==> src/design/els_consts.svh <==
// register offsets, field positions and reset values of the link status block
`ifndef ELS_CONSTS_SVH
`define ELS_CONSTS_SVH

`define ELS_ADDR_W 8
`define ELS_DATA_W 32

`define ELS_OFF_STATUS 8'h00
`define ELS_OFF_VERSION 8'h04
`define ELS_OFF_IP 8'h08
`define ELS_OFF_MASK 8'h0C
`define ELS_OFF_GATEWAY 8'h10
`define ELS_OFF_IRQ_STAT 8'h14
`define ELS_OFF_IRQ_MASK 8'h18

`define ELS_BIT_RSV16 15
`define ELS_BIT_RSV15 14
`define ELS_BIT_DUP 13
`define ELS_BIT_SPD 12
`define ELS_BIT_RSV12 11
`define ELS_BIT_RX 10
`define ELS_BIT_TX 9
`define ELS_BIT_LINK 8
`define ELS_TCP_MSB 7

`define ELS_TCP_MAX 8'h28

`define ELS_IP_RST 32'h00000000
`define ELS_MASK_RST 32'hFFFFFF00
`define ELS_GW_RST 32'h00000000

`define ELS_IRQ_W 4
`define ELS_IRQ_LINK 0
`define ELS_IRQ_MODE 1
`define ELS_IRQ_TCP 2
`define ELS_IRQ_OFFNET 3

`endif

==> src/design/els_pkg.sv <==
// types of the link status block
package els_pkg;

	typedef struct packed {
		logic link;
		logic full_dup;
		logic spd100;
		logic rx_act;
		logic tx_act;
	} els_phy_s;

	typedef struct packed {
		els_phy_s sync1;
		els_phy_s sync2;
		logic [15:0] status;
		logic [31:0] ip;
		logic [31:0] mask;
		logic [31:0] gw;
		logic [3:0] irq_stat;
		logic [3:0] irq_mask;
		logic [31:0] rdata;
		logic route_valid;
		logic route_allow;
		logic [31:0] next_hop;
	} els_state_s;

endpackage
==> src/design/els_link_status.sv <==
// ethernet port status word, version word and static address settings
`timescale 1ns/1ps
`include "els_consts.svh"

module els_link_status
	import els_pkg::*;
#(
	parameter logic [15:0] FW_VERSION_X100 = 16'h01AE
) (
	input wire logic mclk_in,
	input wire logic rst_in,
	input wire logic phy_link_up_in,
	input wire logic phy_full_duplex_in,
	input wire logic phy_speed100_in,
	input wire logic phy_rx_active_in,
	input wire logic phy_tx_active_in,
	input wire logic [7:0] tcp_sessions_in,
	input wire logic [`ELS_ADDR_W-1:0] addr_in,
	input wire logic [`ELS_DATA_W-1:0] wdata_in,
	input wire logic wr_in,
	input wire logic rd_in,
	output logic [`ELS_DATA_W-1:0] rdata_out,
	input wire logic route_req_in,
	input wire logic [31:0] dest_ip_in,
	output logic route_valid_out,
	output logic route_allow_out,
	output logic [31:0] next_hop_out,
	output logic [15:0] status_out,
	output logic irq_out
);

	localparam els_state_s ST_RST = '{
		ip: `ELS_IP_RST,
		mask: `ELS_MASK_RST,
		gw: `ELS_GW_RST,
		default: '0
	};

	els_state_s q;
	els_state_s d;

	function automatic logic hit(
		input logic [`ELS_ADDR_W-1:0] a,
		input logic [`ELS_ADDR_W-1:0] off
	);
		hit = (a == off);
	endfunction

	logic [7:0] tcp_clamped;
	logic on_subnet;
	logic gw_zero;
	logic [`ELS_IRQ_W-1:0] events;
	logic [`ELS_IRQ_W-1:0] w1c;

	always_comb begin
		d = q;
		tcp_clamped = 8'h00;
		on_subnet = 1'b0;
		gw_zero = 1'b0;
		events = '0;
		w1c = '0;

		// phy pins are asynchronous; the first stage feeds only the second
		d.sync1 = '{
			link: phy_link_up_in,
			full_dup: phy_full_duplex_in,
			spd100: phy_speed100_in,
			rx_act: phy_rx_active_in,
			tx_act: phy_tx_active_in
		};
		d.sync2 = q.sync1;

		// status word rebuilt every cycle from synchronised phy inputs and the unsynchronised session count, except the mode bits while link is down
		d.status[`ELS_BIT_RSV16] = 1'b0;
		d.status[`ELS_BIT_RSV15] = 1'b0;
		d.status[`ELS_BIT_RSV12] = 1'b0;
		// negotiated mode is only meaningful with link up; hold it while down
		if (q.sync2.link) begin
			d.status[`ELS_BIT_DUP] = q.sync2.full_dup;
			d.status[`ELS_BIT_SPD] = q.sync2.spd100;
		end
		d.status[`ELS_BIT_RX] = q.sync2.rx_act;
		d.status[`ELS_BIT_TX] = q.sync2.tx_act;
		d.status[`ELS_BIT_LINK] = q.sync2.link;
		// counts above the session limit are a source fault; clamp, not wrap
		if (tcp_sessions_in > `ELS_TCP_MAX) begin
			tcp_clamped = `ELS_TCP_MAX;
		end else begin
			tcp_clamped = tcp_sessions_in;
		end
		d.status[`ELS_TCP_MSB:0] = tcp_clamped;

		// change events; activity bits toggle per frame and raise none
		events[`ELS_IRQ_LINK] =
			d.status[`ELS_BIT_LINK] != q.status[`ELS_BIT_LINK];
		events[`ELS_IRQ_MODE] =
			(d.status[`ELS_BIT_DUP] != q.status[`ELS_BIT_DUP]) ||
			(d.status[`ELS_BIT_SPD] != q.status[`ELS_BIT_SPD]);
		events[`ELS_IRQ_TCP] =
			d.status[`ELS_TCP_MSB:0] != q.status[`ELS_TCP_MSB:0];

		// next-hop decision for outgoing traffic
		on_subnet = ((dest_ip_in ^ q.ip) & q.mask) == 32'h00000000;
		gw_zero = q.gw == `ELS_GW_RST;
		d.route_valid = route_req_in;
		d.route_allow = route_req_in && (on_subnet || !gw_zero);
		d.next_hop = on_subnet ? dest_ip_in : q.gw;
		events[`ELS_IRQ_OFFNET] = route_req_in && !on_subnet && gw_zero;

		// register writes; read-only words ignore writes
		if (wr_in) begin
			if (hit(addr_in, `ELS_OFF_IP)) begin
				d.ip = wdata_in;
			end
			if (hit(addr_in, `ELS_OFF_MASK)) begin
				d.mask = wdata_in;
			end
			if (hit(addr_in, `ELS_OFF_GATEWAY)) begin
				d.gw = wdata_in;
			end
			if (hit(addr_in, `ELS_OFF_IRQ_STAT)) begin
				w1c = wdata_in[`ELS_IRQ_W-1:0];
			end
			if (hit(addr_in, `ELS_OFF_IRQ_MASK)) begin
				d.irq_mask = wdata_in[`ELS_IRQ_W-1:0];
			end
		end
		// an event in the clearing cycle survives the clear
		d.irq_stat = (q.irq_stat & ~w1c) | events;

		// read data stands only in the cycle after the strobe
		d.rdata = '0;
		if (rd_in) begin
			if (hit(addr_in, `ELS_OFF_STATUS)) begin
				d.rdata = {16'h0000, q.status};
			end else if (hit(addr_in, `ELS_OFF_VERSION)) begin
				d.rdata = {16'h0000, FW_VERSION_X100};
			end else if (hit(addr_in, `ELS_OFF_IP)) begin
				d.rdata = q.ip;
			end else if (hit(addr_in, `ELS_OFF_MASK)) begin
				d.rdata = q.mask;
			end else if (hit(addr_in, `ELS_OFF_GATEWAY)) begin
				d.rdata = q.gw;
			end else if (hit(addr_in, `ELS_OFF_IRQ_STAT)) begin
				d.rdata = {28'h0000000, q.irq_stat};
			end else if (hit(addr_in, `ELS_OFF_IRQ_MASK)) begin
				d.rdata = {28'h0000000, q.irq_mask};
			end
		end
	end

	always_ff @(posedge mclk_in) begin
		if (rst_in) begin
			q <= ST_RST;
		end else begin
			q <= d;
		end
	end

	assign rdata_out = q.rdata;
	assign route_valid_out = q.route_valid;
	assign route_allow_out = q.route_allow;
	assign next_hop_out = q.next_hop;
	assign status_out = q.status;
	assign irq_out = |(q.irq_stat & q.irq_mask);
endmodule

==> config.mk <==
export PLATFORM = sky130hd
export DESIGN_NAME = els_link_status
export DESIGN_NICKNAME = d
export VERILOG_FILES = /design/src/design/els_pkg.sv /design/src/design/els_link_status.sv
export VERILOG_INCLUDE_DIRS = /design/src /design/src/design
export SDC_FILE = /design/constraint.sdc
export NUM_CORES = 1
export LEC_CHECK = 0
export ABC_AREA = 1
export BUFFER_PORTS_ARGS = -buffer_cell sky130_fd_sc_hd__buf_2
export CAP_MARGIN = 20
export CELL_PAD_IN_SITES_DETAIL_PLACEMENT = 1
export CELL_PAD_IN_SITES_GLOBAL_PLACEMENT = 1
export CORE_MARGIN = 2
export CORE_UTILIZATION = 44
export CTS_BUF_LIST = sky130_fd_sc_hd__clkbuf_2
export CTS_CLUSTER_SIZE = 40
export DETAILED_ROUTE_END_ITERATION = 10
export PLACE_DENSITY_LB_ADDON = 0.1
export REMOVE_ABC_BUFFERS = 1
export SLEW_MARGIN = 20
export SYNTH_ARGS = -nofsm -noshare
export SYNTH_HDL_FRONTEND = slang
export SYNTH_SLANG_ARGS = --single-unit
export TNS_END_PERCENT = 100
==> constraint.sdc <==
create_clock -name mclk_in -period 2.6 [get_ports mclk_in]
set_input_delay 0.65 -clock mclk_in [delete_from_list [all_inputs] [get_ports mclk_in]]
set_output_delay 0.65 -clock mclk_in [all_outputs]
set_load 0.03 [all_outputs]
==> flow_summary.toml <==
[status]
status = "completed"

[yosys]
yosysSeqAreaShare_pct = 43.5
syn_area_um2 = 8890
synthTopCellsByCount = "nand2_1, dfxtp_1, inv_1, nor2_1, a21oi_1"
synth_ff_type = "dfxtp_1"
synth_cells = 1240
synth_seq_cells = 193
synth.area.top_cells = "dfxtp_1, nand2_1, buf_4, a21oi_1, inv_1"
synth_top_area_share_pct = 43.5
ys_warn_count = 0
yosysMostFrequentCell = "nand2_1"
ys_async_sr_fraction_pct = 0
synth_edf_count = 0
synth_top_cell_by_area = "dfxtp_1"
ys_types = 35
avgSynthCellArea_um2 = 7.17

[worst_setup_path]
path_class = "reg2out"
cpMaxStageDelayCell = "dfxtp_1"
cp_cell_sequence = "inv_1, o22ai_1, a21oi_1, o21ai_0, buf_4"
critical_path_buf_inv_count = 2
worstSetupEndpointType = "primary output"
critPathMaxFanout = 2
worstPathArrival_ns = 1.80
critPathLaunchType = "flop"
critPathMaxStageDelay_ns = 0.40
required_ns = 1.95
critPathTopFamily = "flip-flops"

[placed_design]
place_area_um2 = 9340
placed_cells = 1563
hpwl_mm = 19.0
gp_congestion = 0.870
port_buffers = 169

[sta]
max_freq_mhz = 409
skew_ns = 0.0356
whs_ns = 0.0975
period_minus_slack_ns = 2.45
slew_violations = 0
hold_viol = 0
period_share_pct = 94.0
rsz0062_at_grt = "false"
tightest_slew_ns = 1.01
setup_viol = 0
slew_headroom_pct = 32.4

[global_routing]
grt_pass1_vias = 8426
gr-total-overflow = 0
antenna_found_initial = 1
grt_use_total_pct = 25.7
grt_pass1_wl_mm = 43.5
grt_max_degree = 126

[clock_network]
htreeDepth = 4
post_cts_buffers = 0
clockBufferDepth = 2
cts_root_buf = "clkbuf_2"
cts_tree = "yes"
numCtsBuffers = 17
clk_pin_slew_ns = 0.30
insertion_delay_ns = 0.77
cts_sinks = 193

[layout]
multi_input_area_um2 = 3530
nNetsFinal = 1412
stdcell_area_um2 = 9590
final_cells = 1600
n_fill_cell = 2635
drive_above_1_share_pct = 18.7
syn2layout_area_growth_pct = 7.87
regArea_um2 = 3860

[floorplanning]
die_area_um2 = 21300
fp.dieH_um = 146
die_x_um = 146
initial_utilization_pct = 45.2
rows = 51
core_um2 = 19700
io_pins = 173

[detailed_routing]
drt_iter0_drc = 517
drc = 0
avgRoutedWirePerCell_um = 17.0
dr.pass1.iters = 5
drt-total-wl_mm = 27.2
ant_nets = 0
num_vias = 8245
vias_per_cell = 5.15

[worst_hold_path]
hold_path_class = "in2reg"

[flow_run]
timing.max_cap.violations = 0

[pwr]
cellLeakagePower_nw = 4.47
peakVddDrop_mv = 0.291
power.density_nw_per_um2 = 497
==> path summary, 6_finish.rpt <==
| path | from | endpoint | slack (ns) | depth (start not counted) |
|---|---|---|---|---|
| worst max-delay path | q[73] | irq_out | 0.15 | 5 |
| worst min-delay path | wdata_in[20] | q[126] | 0.1 | 3 |
| worst max register to register | q[164] | next_hop_out[7] | 0.78 | 11 |
| worst min register to register | d[179] | status_out[9] | 0.43 | 2 |
==> registers in the layout, indices dropped and copies added (netlist names) <==
register and flops:
d 8, next_hop_out 32, q 106, rdata_out 32
route_allow_out 1, route_valid_out 1, status_out 13
==> logic make-up (layout without fill, tap and decap cells) <==
family	after synthesis	after routing	synth area share, %
AO/OA/AOI/OAI	250	250	15.5
XOR/XNOR	1	1	0.0986
buffers and inverters	293	383	17.0
flip-flops	193	193	43.5
other	1	6	0.0422
AND/OR/NAND/NOR	502	502	23.9
==> worst reg2reg max path, delay by kind of cell (launching register included) <==
family,cells,cell delay [ns]
flip-flops,1,0.39
buffers and inverters,2,0.44
AND/OR/NAND/NOR,9,0.92
==> metrics by stage <==
stage | total power [mW] | util, % | TNS [ns] | setup WS, ns
CTS | 4.80 | 48.6 | 0 | 0.0935
detailed placement | 3.43 | 47.5 | 0 | 0.146
finish | 4.77 | 48.8 | 0 | 0.155
floorplan | 3.24 | - | -0.682 | -0.180
global route | 4.98 | 48.8 | 0 | 0.0249
global placement | 3.42 | 47.5 | 0 | 0.189
==> per-layer routing <==
layer | GRT usage, % | vias to the layer above | wire length (um) | share of wire [%]
met5 | 0 | - | 0 | 0
met4 | 6.89 | 0 | 444 | 1.6
met3 | 4.38 | 32 | 1220 | 4.5
met2 | 45.4 | 195 | 13300 | 49
met1 | 32.5 | 3956 | 12200 | 45
li1 | - | 4062 | - | -
==> report_power, final <==
group	leakage, nW	switching [mW]	total [mW]	internal (mW)
Combinational	2.80	0.244	0.370	0.126
Sequential	1.56	0.0155	3.01	3.00
Clock	0.114	1.11	1.38	0.273
Total	4.47	1.37	4.77	3.40
==> final cells by class <==
class | count | share of cell area [%]
Antenna cell | 1 | 0.0261
Clock buffer | 19 | 0.992
Sequential cell | 193 | 40.3
Tap cell | 265 | 3.46
Inverter | 156 | 6.11
Multi-Input combinational cell | 758 | 36.9
Timing Repair Buffer | 196 | 11.2
Clock inverter | 12 | 1.02
==> placed cells by master, fill, tap and decap left out, types with 8 or more instances in the layout <==
cell type,n
o21ai_0,88
o221ai_1,13
nor4_1,8
a21oi_1,117
dfxtp_1,193
nand3_1,97
inv_1,141
clkbuf_2,19
inv_2,15
a211oi_1,9
nor2_1,119
nand2_1,252
buf_2,168
buf_4,22
==> repair_timing <==
| action | CTS | global route |
|---|---|---|
| hold buffers | 3 | 2 |
| gates resized for setup | 0 | 1 |
| hold endpoints to repair | 3 | 2 |
| setup endpoints to repair | 0 | 1 |
(Power assumes the default switching activity.)
